<file path="src/core/lais_pkg.sv">
/*
  Shared constants for the limit alarm and interval alignment block:
  register map, field positions, reset values, selector codes, timing.
  Assumes a 125 MHz system clock and an AHB-Lite register bus.
*/
package lais_pkg;

  localparam int unsigned LAIS_NUM_MON = 4;
  localparam int unsigned LAIS_VAL_W = 16;
  localparam int unsigned LAIS_TIM_W = 16;

  // One second of wall time expressed in clock cycles
  localparam longint unsigned LAIS_SEC_NS = 1000000000;
  localparam longint unsigned LAIS_CLK_NS = 8;
  localparam int unsigned LAIS_CLKS_PER_SEC =
    int'(LAIS_SEC_NS / LAIS_CLK_NS);

  // Selector switch codes
  localparam logic [2:0] LAIS_SEL_VIEW1 = 3'h0;
  localparam logic [2:0] LAIS_SEL_VIEW4 = 3'h3;
  localparam logic [2:0] LAIS_SEL_POWER = 3'h4;

  // Register byte offsets
  localparam logic [7:0] LAIS_A_CTRL = 8'h00;
  localparam logic [7:0] LAIS_A_STAT = 8'h04;
  localparam logic [7:0] LAIS_A_CYCLE = 8'h08;
  localparam logic [7:0] LAIS_A_INTV = 8'h0C;
  localparam logic [7:0] LAIS_A_PERD = 8'h10;
  localparam logic [7:0] LAIS_A_TIMERS = 8'h14;
  localparam logic [7:0] LAIS_A_LIMLO = 8'h20;
  localparam logic [7:0] LAIS_A_LIMHI = 8'h30;
  localparam logic [7:0] LAIS_A_STRIDE = 8'h04;

  // Control fields
  localparam int unsigned LAIS_CTRL_PRN = 0;
  localparam int unsigned LAIS_CTRL_EXT = 1;
  localparam int unsigned LAIS_CTRL_MSYNC = 2;

  // Status fields
  localparam int unsigned LAIS_ST_ALARM = 0;
  localparam int unsigned LAIS_ST_ALIGNED = 1;
  localparam int unsigned LAIS_ST_WAIT = 2;
  localparam int unsigned LAIS_ST_ARMED = 3;
  localparam int unsigned LAIS_ST_RUN = 4;
  localparam int unsigned LAIS_ST_PEND = 5;

  // Reset values
  localparam logic [LAIS_TIM_W-1:0] LAIS_CYCLE_RST = 16'h0001;
  localparam logic [LAIS_TIM_W-1:0] LAIS_INTV_RST = 16'h003C;
  localparam logic [LAIS_TIM_W-1:0] LAIS_PERD_RST = 16'h003C;
  localparam logic [LAIS_VAL_W-1:0] LAIS_LIMLO_RST = 16'h0000;
  localparam logic [LAIS_VAL_W-1:0] LAIS_LIMHI_RST = 16'hFFFF;

  // AHB-Lite codes
  localparam logic [1:0] LAIS_HTRANS_NONSEQ = 2'h2;
  localparam logic LAIS_HRESP_OKAY = 1'b0;

  typedef enum logic [1:0] {
    LAIS_OK = 2'b01,
    LAIS_ALM = 2'b10
  } lais_alm_t;

endpackage

</file>
<file path="src/core/lais_top.sv">
/*
  Limit alarm and interval/period timer alignment, with AHB-Lite registers.
  Assumes measured values arrive on clk_sys; selector, trigger and printer
  busy come from outside and are synchronised here.
*/
module lais_top
  import lais_pkg::*;
#(
  parameter int unsigned CLKS_PER_SEC = LAIS_CLKS_PER_SEC
)
(
  input wire logic clk_sys,
  input wire logic rstn,
  input wire logic hsel,
  input wire logic [31:0] haddr,
  input wire logic [1:0] htrans,
  input wire logic hwrite,
  input wire logic [2:0] hsize,
  input wire logic [31:0] hwdata,
  input wire logic hready,
  output logic [31:0] hrdata,
  output logic hreadyout,
  output logic hresp,
  input wire logic [LAIS_VAL_W-1:0] meas_val0,
  input wire logic [LAIS_VAL_W-1:0] meas_val1,
  input wire logic [LAIS_VAL_W-1:0] meas_val2,
  input wire logic [LAIS_VAL_W-1:0] meas_val3,
  input wire logic [2:0] sel_pos_pin,
  input wire logic sync_pin,
  input wire logic printer_busy_pin,
  output logic relay_c12_closed,
  output logic relay_c23_closed,
  output logic print_req,
  output logic print_alarm_tag,
  output logic waiting_ind,
  output logic series_run,
  output logic card_rec_en
);

  localparam int PRE_W = $clog2(CLKS_PER_SEC + 1);
  localparam logic [PRE_W-1:0] PRE_LAST = PRE_W'(CLKS_PER_SEC - 1);

  function automatic logic out_of_band(input logic [LAIS_VAL_W-1:0] v,
    input logic [LAIS_VAL_W-1:0] lo, input logic [LAIS_VAL_W-1:0] hi);
    return (v < lo) || (v > hi);
  endfunction

  function automatic logic ratio_ok(input logic [LAIS_TIM_W-1:0] iv,
    input logic [LAIS_TIM_W-1:0] pd);
    return (iv != '0) && (pd != '0) && ((pd % iv) == '0);
  endfunction

  function automatic logic [LAIS_TIM_W-1:0] wrap_inc(
    input logic [LAIS_TIM_W-1:0] t, input logic [LAIS_TIM_W-1:0] len);
    return (t + 16'h0001 >= len) ? '0 : LAIS_TIM_W'(t + 16'h0001);
  endfunction

  // Bus and register state
  logic wr_pend_q;
  logic [7:0] wr_addr_q;
  logic [31:0] hrdata_q;
  logic ctrl_prn_q, ctrl_ext_q, msync_q;
  logic [LAIS_TIM_W-1:0] cycle_q, intv_q, perd_q;
  logic [LAIS_VAL_W-1:0] lim_lo_q [LAIS_NUM_MON];
  logic [LAIS_VAL_W-1:0] lim_hi_q [LAIS_NUM_MON];
  logic [LAIS_VAL_W-1:0] vals [LAIS_NUM_MON];
  logic [31:0] rd_data;
  logic addr_ph, wr_ctrl, wr_intv, wr_perd, setting_chg, ext_rise_w;

  // Synchronisers: first stage is read only by the second
  logic [2:0] sel_s1_q, sel_s2_q;
  logic sync_s1_q, sync_s2_q, sync_s3_q;
  logic busy_s1_q, busy_s2_q, busy_s3_q;
  logic trig_rise, busy_fall;

  // Timing
  logic [PRE_W-1:0] pre_q;
  logic sec_tick;
  logic [LAIS_TIM_W-1:0] cyc_cnt_q, int_t_q, per_t_q;
  logic cyc_tick;

  // Alarm and alignment
  lais_alm_t st_q;
  logic viol, mon_en, pos_ok, pend_q;
  logic armed_q, aligned_q, man_align, ext_align, do_align;
  logic relay_c12_q, relay_c23_q, print_req_q, print_tag_q;
  logic waiting_q, series_q, card_q;

  assign vals[0] = meas_val0;
  assign vals[1] = meas_val1;
  assign vals[2] = meas_val2;
  assign vals[3] = meas_val3;

  // ---------------- AHB-Lite slave, zero wait states ----------------
  assign addr_ph = hsel && hready && (htrans == LAIS_HTRANS_NONSEQ);
  assign wr_ctrl = wr_pend_q && (wr_addr_q == LAIS_A_CTRL);
  assign wr_intv = wr_pend_q && (wr_addr_q == LAIS_A_INTV);
  assign wr_perd = wr_pend_q && (wr_addr_q == LAIS_A_PERD);
  assign setting_chg = (wr_intv && hwdata[LAIS_TIM_W-1:0] != intv_q) ||
                       (wr_perd && hwdata[LAIS_TIM_W-1:0] != perd_q);
  assign ext_rise_w = wr_ctrl && hwdata[LAIS_CTRL_EXT] && !ctrl_ext_q;

  always_comb
  begin
    rd_data = '0;
    unique case (haddr[7:0])
      LAIS_A_CTRL:
      begin
        rd_data[LAIS_CTRL_PRN] = ctrl_prn_q;
        rd_data[LAIS_CTRL_EXT] = ctrl_ext_q;
      end
      LAIS_A_STAT:
      begin
        rd_data[LAIS_ST_ALARM] = (st_q == LAIS_ALM);
        rd_data[LAIS_ST_ALIGNED] = aligned_q;
        rd_data[LAIS_ST_WAIT] = waiting_q;
        rd_data[LAIS_ST_ARMED] = armed_q;
        rd_data[LAIS_ST_RUN] = series_q;
        rd_data[LAIS_ST_PEND] = pend_q;
      end
      LAIS_A_CYCLE: rd_data[LAIS_TIM_W-1:0] = cycle_q;
      LAIS_A_INTV: rd_data[LAIS_TIM_W-1:0] = intv_q;
      LAIS_A_PERD: rd_data[LAIS_TIM_W-1:0] = perd_q;
      LAIS_A_TIMERS: rd_data = {per_t_q, int_t_q};
      default:
      begin
        for (int i = 0; i < LAIS_NUM_MON; i++)
        begin
          if (haddr[7:0] == 8'(LAIS_A_LIMLO + LAIS_A_STRIDE * i))
            rd_data[LAIS_VAL_W-1:0] = lim_lo_q[i];
          if (haddr[7:0] == 8'(LAIS_A_LIMHI + LAIS_A_STRIDE * i))
            rd_data[LAIS_VAL_W-1:0] = lim_hi_q[i];
        end
      end
    endcase
  end

  always_ff @(posedge clk_sys)
  begin
    if (!rstn)
    begin
      wr_pend_q <= 1'b0;
      wr_addr_q <= '0;
      hrdata_q <= '0;
    end
    else
    begin
      wr_pend_q <= addr_ph && hwrite;
      if (addr_ph)
        wr_addr_q <= haddr[7:0];
      if (addr_ph && !hwrite)
        hrdata_q <= rd_data;
    end
  end

  always_ff @(posedge clk_sys)
  begin
    if (!rstn)
    begin
      ctrl_prn_q <= 1'b0;
      ctrl_ext_q <= 1'b0;
      msync_q <= 1'b0;
      cycle_q <= LAIS_CYCLE_RST;
      intv_q <= LAIS_INTV_RST;
      perd_q <= LAIS_PERD_RST;
      for (int i = 0; i < LAIS_NUM_MON; i++)
      begin
        lim_lo_q[i] <= LAIS_LIMLO_RST;
        lim_hi_q[i] <= LAIS_LIMHI_RST;
      end
    end
    else
    begin
      msync_q <= wr_ctrl && hwdata[LAIS_CTRL_MSYNC];
      if (wr_ctrl)
      begin
        ctrl_prn_q <= hwdata[LAIS_CTRL_PRN];
        ctrl_ext_q <= hwdata[LAIS_CTRL_EXT];
      end
      if (wr_pend_q && wr_addr_q == LAIS_A_CYCLE)
        cycle_q <= hwdata[LAIS_TIM_W-1:0];
      if (wr_intv)
        intv_q <= hwdata[LAIS_TIM_W-1:0];
      if (wr_perd)
        perd_q <= hwdata[LAIS_TIM_W-1:0];
      for (int i = 0; i < LAIS_NUM_MON; i++)
      begin
        if (wr_pend_q && wr_addr_q == 8'(LAIS_A_LIMLO + LAIS_A_STRIDE * i))
          lim_lo_q[i] <= hwdata[LAIS_VAL_W-1:0];
        if (wr_pend_q && wr_addr_q == 8'(LAIS_A_LIMHI + LAIS_A_STRIDE * i))
          lim_hi_q[i] <= hwdata[LAIS_VAL_W-1:0];
      end
    end
  end

  // ---------------- Input synchronisers ----------------
  always_ff @(posedge clk_sys)
  begin
    if (!rstn)
    begin
      sel_s1_q <= '0;
      sel_s2_q <= '0;
      sync_s1_q <= 1'b0;
      sync_s2_q <= 1'b0;
      sync_s3_q <= 1'b0;
      busy_s1_q <= 1'b0;
      busy_s2_q <= 1'b0;
      busy_s3_q <= 1'b0;
    end
    else
    begin
      sel_s1_q <= sel_pos_pin;
      sel_s2_q <= sel_s1_q;
      sync_s1_q <= sync_pin;
      sync_s2_q <= sync_s1_q;
      sync_s3_q <= sync_s2_q;
      busy_s1_q <= printer_busy_pin;
      busy_s2_q <= busy_s1_q;
      busy_s3_q <= busy_s2_q;
    end
  end

  // Trigger on rising edge only; the source's half-second hold is not policed
  assign trig_rise = sync_s2_q && !sync_s3_q;
  assign busy_fall = !busy_s2_q && busy_s3_q;

  // ---------------- Second and cycle ticks ----------------
  assign sec_tick = (pre_q == PRE_LAST);
  // A zero cycle time behaves as one second
  assign cyc_tick = sec_tick && (cyc_cnt_q + 16'h0001 >= cycle_q);

  always_ff @(posedge clk_sys)
  begin
    if (!rstn || do_align)
      pre_q <= '0;
    else
      pre_q <= sec_tick ? '0 : PRE_W'(pre_q + 1'b1);
  end

  always_ff @(posedge clk_sys)
  begin
    if (!rstn)
      cyc_cnt_q <= '0;
    else if (sec_tick)
      cyc_cnt_q <= cyc_tick ? '0 : LAIS_TIM_W'(cyc_cnt_q + 16'h0001);
  end

  // ---------------- Limit monitoring ----------------
  assign mon_en = (sel_s2_q == LAIS_SEL_VIEW4);

  always_comb
  begin
    viol = 1'b0;
    for (int i = 0; i < LAIS_NUM_MON; i++)
      viol = viol || out_of_band(vals[i], lim_lo_q[i], lim_hi_q[i]);
  end

  // Alarm print still running: set on request, cleared when busy drops
  always_ff @(posedge clk_sys)
  begin
    if (!rstn)
      pend_q <= 1'b0;
    else if (st_q == LAIS_OK && mon_en && cyc_tick && viol && ctrl_prn_q)
      pend_q <= 1'b1;
    else if (busy_fall)
      pend_q <= 1'b0;
  end

  // Sampling only on cycle ticks: shorter excursions are missed
  always_ff @(posedge clk_sys)
  begin
    if (!rstn)
    begin
      st_q <= LAIS_OK;
      relay_c12_q <= 1'b1;
      relay_c23_q <= 1'b0;
      print_req_q <= 1'b0;
      print_tag_q <= 1'b0;
    end
    else
    begin
      print_req_q <= 1'b0;
      unique case (st_q)
        LAIS_OK:
        begin
          if (mon_en && cyc_tick && viol)
          begin
            st_q <= LAIS_ALM;
            relay_c12_q <= 1'b0;
            relay_c23_q <= 1'b1;
            print_req_q <= ctrl_prn_q;
            print_tag_q <= 1'b1;
          end
        end
        LAIS_ALM:
        begin
          if (!mon_en)
          begin
            st_q <= LAIS_OK;
            relay_c12_q <= 1'b1;
            relay_c23_q <= 1'b0;
          end
          else if (cyc_tick && !viol)
          begin
            st_q <= LAIS_OK;
            relay_c12_q <= 1'b1;
            relay_c23_q <= 1'b0;
            print_req_q <= ctrl_prn_q && !pend_q;
            print_tag_q <= 1'b0;
          end
        end
        default:
        begin
          st_q <= LAIS_OK;
          relay_c12_q <= 1'b1;
          relay_c23_q <= 1'b0;
        end
      endcase
    end
  end

  // ---------------- Timer alignment ----------------
  assign pos_ok = (sel_s2_q >= LAIS_SEL_VIEW1) &&
                  (sel_s2_q <= LAIS_SEL_POWER);
  assign man_align = msync_q && !ctrl_ext_q && pos_ok &&
                     ratio_ok(intv_q, perd_q);
  assign ext_align = trig_rise && ctrl_ext_q && armed_q && pos_ok &&
                     ratio_ok(intv_q, perd_q);
  assign do_align = man_align || ext_align;

  // Armed on each switch to external, spent by the first trigger that aligns
  always_ff @(posedge clk_sys)
  begin
    if (!rstn)
      armed_q <= 1'b0;
    else if (ext_rise_w)
      armed_q <= 1'b1;
    else if (ext_align || !ctrl_ext_q)
      armed_q <= 1'b0;
  end

  // A setting change in the align cycle wins: old lengths were used
  always_ff @(posedge clk_sys)
  begin
    if (!rstn || setting_chg)
      aligned_q <= 1'b0;
    else if (do_align)
      aligned_q <= 1'b1;
  end

  always_ff @(posedge clk_sys)
  begin
    if (!rstn || do_align)
    begin
      int_t_q <= '0;
      per_t_q <= '0;
    end
    else if (sec_tick)
    begin
      int_t_q <= wrap_inc(int_t_q, intv_q);
      per_t_q <= wrap_inc(per_t_q, perd_q);
    end
  end

  // Card gating uses the view-four selector and trigger wait, never the alarm path
  always_ff @(posedge clk_sys)
  begin
    if (!rstn)
    begin
      waiting_q <= 1'b0;
      series_q <= 1'b0;
      card_q <= 1'b0;
    end
    else
    begin
      waiting_q <= ctrl_ext_q && armed_q && pos_ok;
      series_q <= pos_ok && !(ctrl_ext_q && armed_q);
      card_q <= mon_en && !(ctrl_ext_q && armed_q);
    end
  end

  assign hrdata = hrdata_q;
  assign hreadyout = 1'b1;
  assign hresp = LAIS_HRESP_OKAY;
  assign relay_c12_closed = relay_c12_q;
  assign relay_c23_closed = relay_c23_q;
  assign print_req = print_req_q;
  assign print_alarm_tag = print_tag_q;
  assign waiting_ind = waiting_q;
  assign series_run = series_q;
  assign card_rec_en = card_q;
endmodule

</file>
<file path="config.mk">
export PLATFORM = sky130hd
export DESIGN_NAME = lais_top
export DESIGN_NICKNAME = d
export VERILOG_FILES = /design/src/core/lais_pkg.sv /design/src/core/lais_top.sv
export SDC_FILE = /design/constraint.sdc
export NUM_CORES = 1
export LEC_CHECK = 0
export BUFFER_PORTS_ARGS = -buffer_cell sky130_fd_sc_hd__buf_4
export CAP_MARGIN = 25
export CORE_UTILIZATION = 30
export DETAILED_ROUTE_END_ITERATION = 10
export SKIP_CTS_REPAIR_TIMING = 1
export SYNTH_ARGS = -nofsm -noshare
export SYNTH_HDL_FRONTEND = slang
export SYNTH_SLANG_ARGS = --single-unit
export TNS_END_PERCENT = 10
</file>
<file path="constraint.sdc">
create_clock -name clk_sys -period 26.2 [get_ports clk_sys]
set_input_delay 2.62 -clock clk_sys [delete_from_list [all_inputs] [get_ports clk_sys]]
set_output_delay 2.62 -clock clk_sys [all_outputs]
set_load 0.02 [all_outputs]
</file>
==> flow_results.org <==
** Floorplanning
- Initial core utilization :: 30.4%
- Floorplan die width :: 302 um
- DIE AREA :: ~90,000 um^2
- Die H :: 302 um
- 184 I/O pins were placed.
- After floorplanning, the core was sized to cover about 89,000 um^2.
- The initialized floorplan defines 109 standard-cell rows.

** Route
- Drt wl/cell :: just over 20 um
- The routed layout has ~28,000 vias.
- The first routing iteration left 2,515 violations.
- After detailed routing, the number of remaining DRC violations is 23.
- Total detailed-routing wirelength :: between 100,000 and 150,000 um
- Antenna-violating nets left :: 0
- The first detailed-routing pass took 11 iterations.
- Using the TritonRoute via totals, the vias-per-cell ratio works out to around 5.4.

** Synthesis
- Synth warn :: 0
- The mapped netlist covers about 27,000 um^2.
- Top FF cell, synth :: sky130_fd_sc_hd__dfxtp_1
- Adder and majority gate portion of the synthesized area :: 14.8%
- Combinational family with the most area after synthesis :: compound AO/OA/AOI/OAI gates
- The synthesized design contains 317 register bits.
- In this run, distinct cell masters in the synthesized netlist total 91.
- Of all flip-flops after synthesis, the portion carrying an async set or reset was 0%.
- Multiplexer share of the synthesized area :: approximately 1.2%
- The number of nets handed over by synthesis was 3,729.
- The average instance in the mapped netlist occupies between 8 and 9 um^2.
- Sequential cells were found to cover 28.3% of the synthesized design area.
- In this run, synthesis inferred approximately 130 flip-flops with an integrated enable.
- After Yosys synthesis, and, or, nand and nor cells account for 21.9% of the synthesized area.
- The synthesized netlist devotes under 10% of its cell area to XOR and XNOR gates.
- The cell count after synthesis came out at roughly 3,300.
- Compound-gate portion of the synthesized area :: about 22%

** Critical path
- Reg2Reg Setup Slack :: approximately 840 ps
- Number of cells traversed by the worst register-to-register path :: approximately 130
- Reg2reg start :: intv_q[8]
- Reg2Reg Capture Point :: per_t_q[2]
- On the worst path, the slowest cell contributes a delay of ~540 ps.
- Cell with the largest stage delay on the worst path :: sky130_fd_sc_hd__or4_1
- The worst setup path is captured at a flop.
- Category of the worst setup path launch point :: flop
- Among the stages of the critical path, the cell type that occurs most often is sky130_fd_sc_hd__buf_4.
- Broken down by cell family, the worst path's largest delay share belongs to compound AO/OA/AOI/OAI gates.
- For the worst setup path, the data arrival time is between 20,000 and 30,000 ps.
- The critical path is of the flop to flop type.
- Together, buffers and inverters on the worst path number 23.
- CP Data Required Time :: roughly 27,000 ps
- In this run the worst path has a maximum fanout of 7.

** Placed design
- At the end of routability-driven placement, the weighted congestion stood at between 0.9 and 1.
- DP HPWL :: roughly 80,000 um
- Cell Count Post-Placement :: 5,004
- Worst setup timing slack at the placement stage :: -295 ps
- Buffers placed on the I/O ports in this run total roughly 140.

** STA
- Setup violations remaining at the end of the flow were counted as 0.
- Worst setup margin :: 837 ps
- Post-route clock skew :: 13.8 ps
- Tightest slew margin relative to the limit :: 32.5%
- Dividing the final minimum period by the clock period gives approximately 97%.
- Hold Violations, Final :: 0
- Slew of the pin with the lowest slew margin :: between 1000 and 1500 ps
- Pins over their slew limit :: 0
- The smallest clock period supported by the final layout is computed as between 20,000 and 30,000 ps.
- Derived from the worst setup path, the maximum achievable clock frequency is ~39 MHz.
- Setup repair after global routing could not meet its margin everywhere.

** Finish
- Area growth from synthesis to final layout :: 32.0%
- Leaving out fill and tap cells, the most frequent cell in the layout is sky130_fd_sc_hd__buf_4.
- Leaving out fill and tap cells, the most frequent cells in the layout are sky130_fd_sc_hd__buf_4, sky130_fd_sc_hd__ha_1, sky130_fd_sc_hd__nand2_1.
- The repair_antennas step left the layout with diodes totalling 0.
- Number of fill cells :: about 8,900
- Proportion of layout cells with a drive suffix above 1 :: between 20% and 30%
- Measured on the finished design, the core utilization comes to 40.1%.
- Net count of the finished layout :: about 4,400
- Post-route non-filler standard cell count :: approximately 5,100

** Clocking
- Clock-pin slew was measured on the worst setup and hold paths at approximately 70 ps.
- TritonCTS clock tree :: built
- Clock tree synthesis inserted a total of 31 buffers.
- Clock root buffer :: sky130_fd_sc_hd__clkbuf_16
- Source-to-sink clock delay at the later pin of the worst-skew pair :: just under 600 ps
- The longest clock path from root to sink contains 3 buffers.
- CTS HTree Levels :: 1
- CTS saw ~320 sinks.

** Worst hold path
- The path class of the tightest hold or removal check is flop to flop.
- Counting instances, the worst hold path has a depth of 1.
- The path with the worst hold slack has its endpoint at sel_s2_q[0].
- Hold path startpoint :: sel_s1_q[0]

** Global routing
- Via count of the first global-routing pass :: roughly 26,000
- Number of antenna violations at the first check in global routing :: 2
- Overall fraction of global-route tracks in use :: between 20 and 25%
- Entering global routing, the biggest net connects 73 pins.
- The first global-routing pass estimated 153,000 um of wire.
- For this run the aggregate overflow at the end of global routing stands at 0.

** Flow run
- Across the run, the number of max-cap violations was 0.

** Status
- The run finished, with violations left.
- Violations in the final reports :: DRC

** Power
- Power spread over the standard cell area amounts to between 150 and 200 nW/um^2.
- VDD IR-drop max :: about 0.32 mV
- Cell leakage power :: around 16 nW
==> logic make-up (layout without fill, tap and decap cells) <==
| logic type | Yosys count | in the layout |
|---|---|---|
| AND/OR/NAND/NOR | 1145 | 1145 |
| AO/OA/AOI/OAI | 896 | 896 |
| buffers and inverters | 378 | 1049 |
| adder cells (fa/ha/maj) | 317 | 317 |
| flip-flops | 317 | 317 |
| XOR/XNOR | 183 | 183 |
| multiplexers | 31 | 31 |
| other | 2 | 2 |
==> layer usage <==
metal	part of all wire, %	GRT usage, %
met5	0	0
met3	8.2	3.02
met4	3.9	7.79
met2	45	35.7
met1	43	28.8
==> cells in the mapped netlist, types with 14 or more instances <==
master                     count  area, um^2
sky130_fd_sc_hd__nor2b_1      26         163
sky130_fd_sc_hd__a211oi_1     39         293
sky130_fd_sc_hd__nand3b_1     14         105
sky130_fd_sc_hd__xnor2_1     108         946
sky130_fd_sc_hd__mux2_2       18         203
sky130_fd_sc_hd__and2_1       85         532
sky130_fd_sc_hd__o22ai_1      14        87.6
sky130_fd_sc_hd__a221oi_1     23         201
sky130_fd_sc_hd__a21oi_1     232        1160
sky130_fd_sc_hd__a22oi_1      70         526
sky130_fd_sc_hd__inv_1       227         852
sky130_fd_sc_hd__or2_2        80         500
sky130_fd_sc_hd__nand4_1      61         382
sky130_fd_sc_hd__and4_1       17         149
sky130_fd_sc_hd__nor2_1      216         811
sky130_fd_sc_hd__or3_1        18         113
sky130_fd_sc_hd__a222oi_1     18         180
sky130_fd_sc_hd__ha_1        316        3950
sky130_fd_sc_hd__nand2b_1     42         263
sky130_fd_sc_hd__nand2_1     281        1050
sky130_fd_sc_hd__clkbuf_1    118         443
sky130_fd_sc_hd__dfxtp_1     189        3780
sky130_fd_sc_hd__nor4_1       19         119
sky130_fd_sc_hd__a21o_1       87         653
sky130_fd_sc_hd__nor3_1       82         410
sky130_fd_sc_hd__edfxtp_1    128        3840
sky130_fd_sc_hd__o211ai_1     39         293
sky130_fd_sc_hd__and3_1       67         419
sky130_fd_sc_hd__a31oi_1      38         238
sky130_fd_sc_hd__o21ai_0     131         656
sky130_fd_sc_hd__buf_1        21        78.8
sky130_fd_sc_hd__xor2_1       75         657
sky130_fd_sc_hd__nand3_1      94         470
sky130_fd_sc_hd__o21a_1       57         428
==> sequential cells by signal, summed over array words and instances, names as in the netlist, 2 cells and up <==
| register | cells |
|---|---|
| lim_hi_q | 64 |
| lim_lo_q | 64 |
| hrdata | 32 |
| pre_q | 27 |
| cyc_cnt_q | 16 |
| cycle_q | 16 |
| int_t_q | 16 |
| intv_q | 16 |
| per_t_q | 16 |
| perd_q | 16 |
| wr_addr_q | 8 |
| sel_s1_q | 3 |
| sel_s2_q | 3 |
| st_q | 2 |
==> report_power, final <==
group          leakage [nW]  total (W)  internal, W  switching (W)
clock                 0.481   0.000444     0.000245       0.000199
combinational          12.6    0.00454      0.00233        0.00221
sequential             2.62   0.000523     0.000517     0.00000524
total                  15.7    0.00550      0.00309        0.00242
==> how the worst max path moves through the flow <==
| stage | endpoint | startpoint | slack, ps | cells after the start |
|---|---|---|---|---|
| finish | per_t_q[2] | intv_q[8] | 840 | 129 |
| global route | per_t_q[2] | intv_q[5] | -310 | 135 |
| CTS | int_t_q[7] | intv_q[3] | -450 | 128 |
| detailed placement | pre_q[21] | intv_q[2] | -290 | 124 |
| global placement | pre_q[17] | intv_q[2] | -230 | 125 |
| floorplan | pre_q[10] | intv_q[8] | 30 | 121 |
==> per-stage QoR <==
| stage | instance area (um^2) | TNS (ps) | power [W] | hold slack [ps] |
|---|---|---|---|---|
| global route | 35600 | -14390 | 0.00591 | 452 |
| CTS | 34300 | -24290 | 0.00514 | 434 |
| finish | 35600 | 0 | 0.00550 | 434 |
| detailed placement | 33300 | -16250 | 0.00468 | 419 |
| global placement | 33300 | -11160 | 0.00467 | 416 |
| floorplan | 27000 | 0 | 0.00277 | 412 |
==> cell type report <==
class	count	area, um^2	area share (%)
multi-input combinational	2574	18800	52.8
timing repair buffer	763	5860	16.5
clock inverter	13	118	0.331
tap	1165	1460	4.10
clock buffer	45	855	2.40
inverter	228	856	2.41
sequential	317	7630	21.5
(Power assumes the default switching activity.)
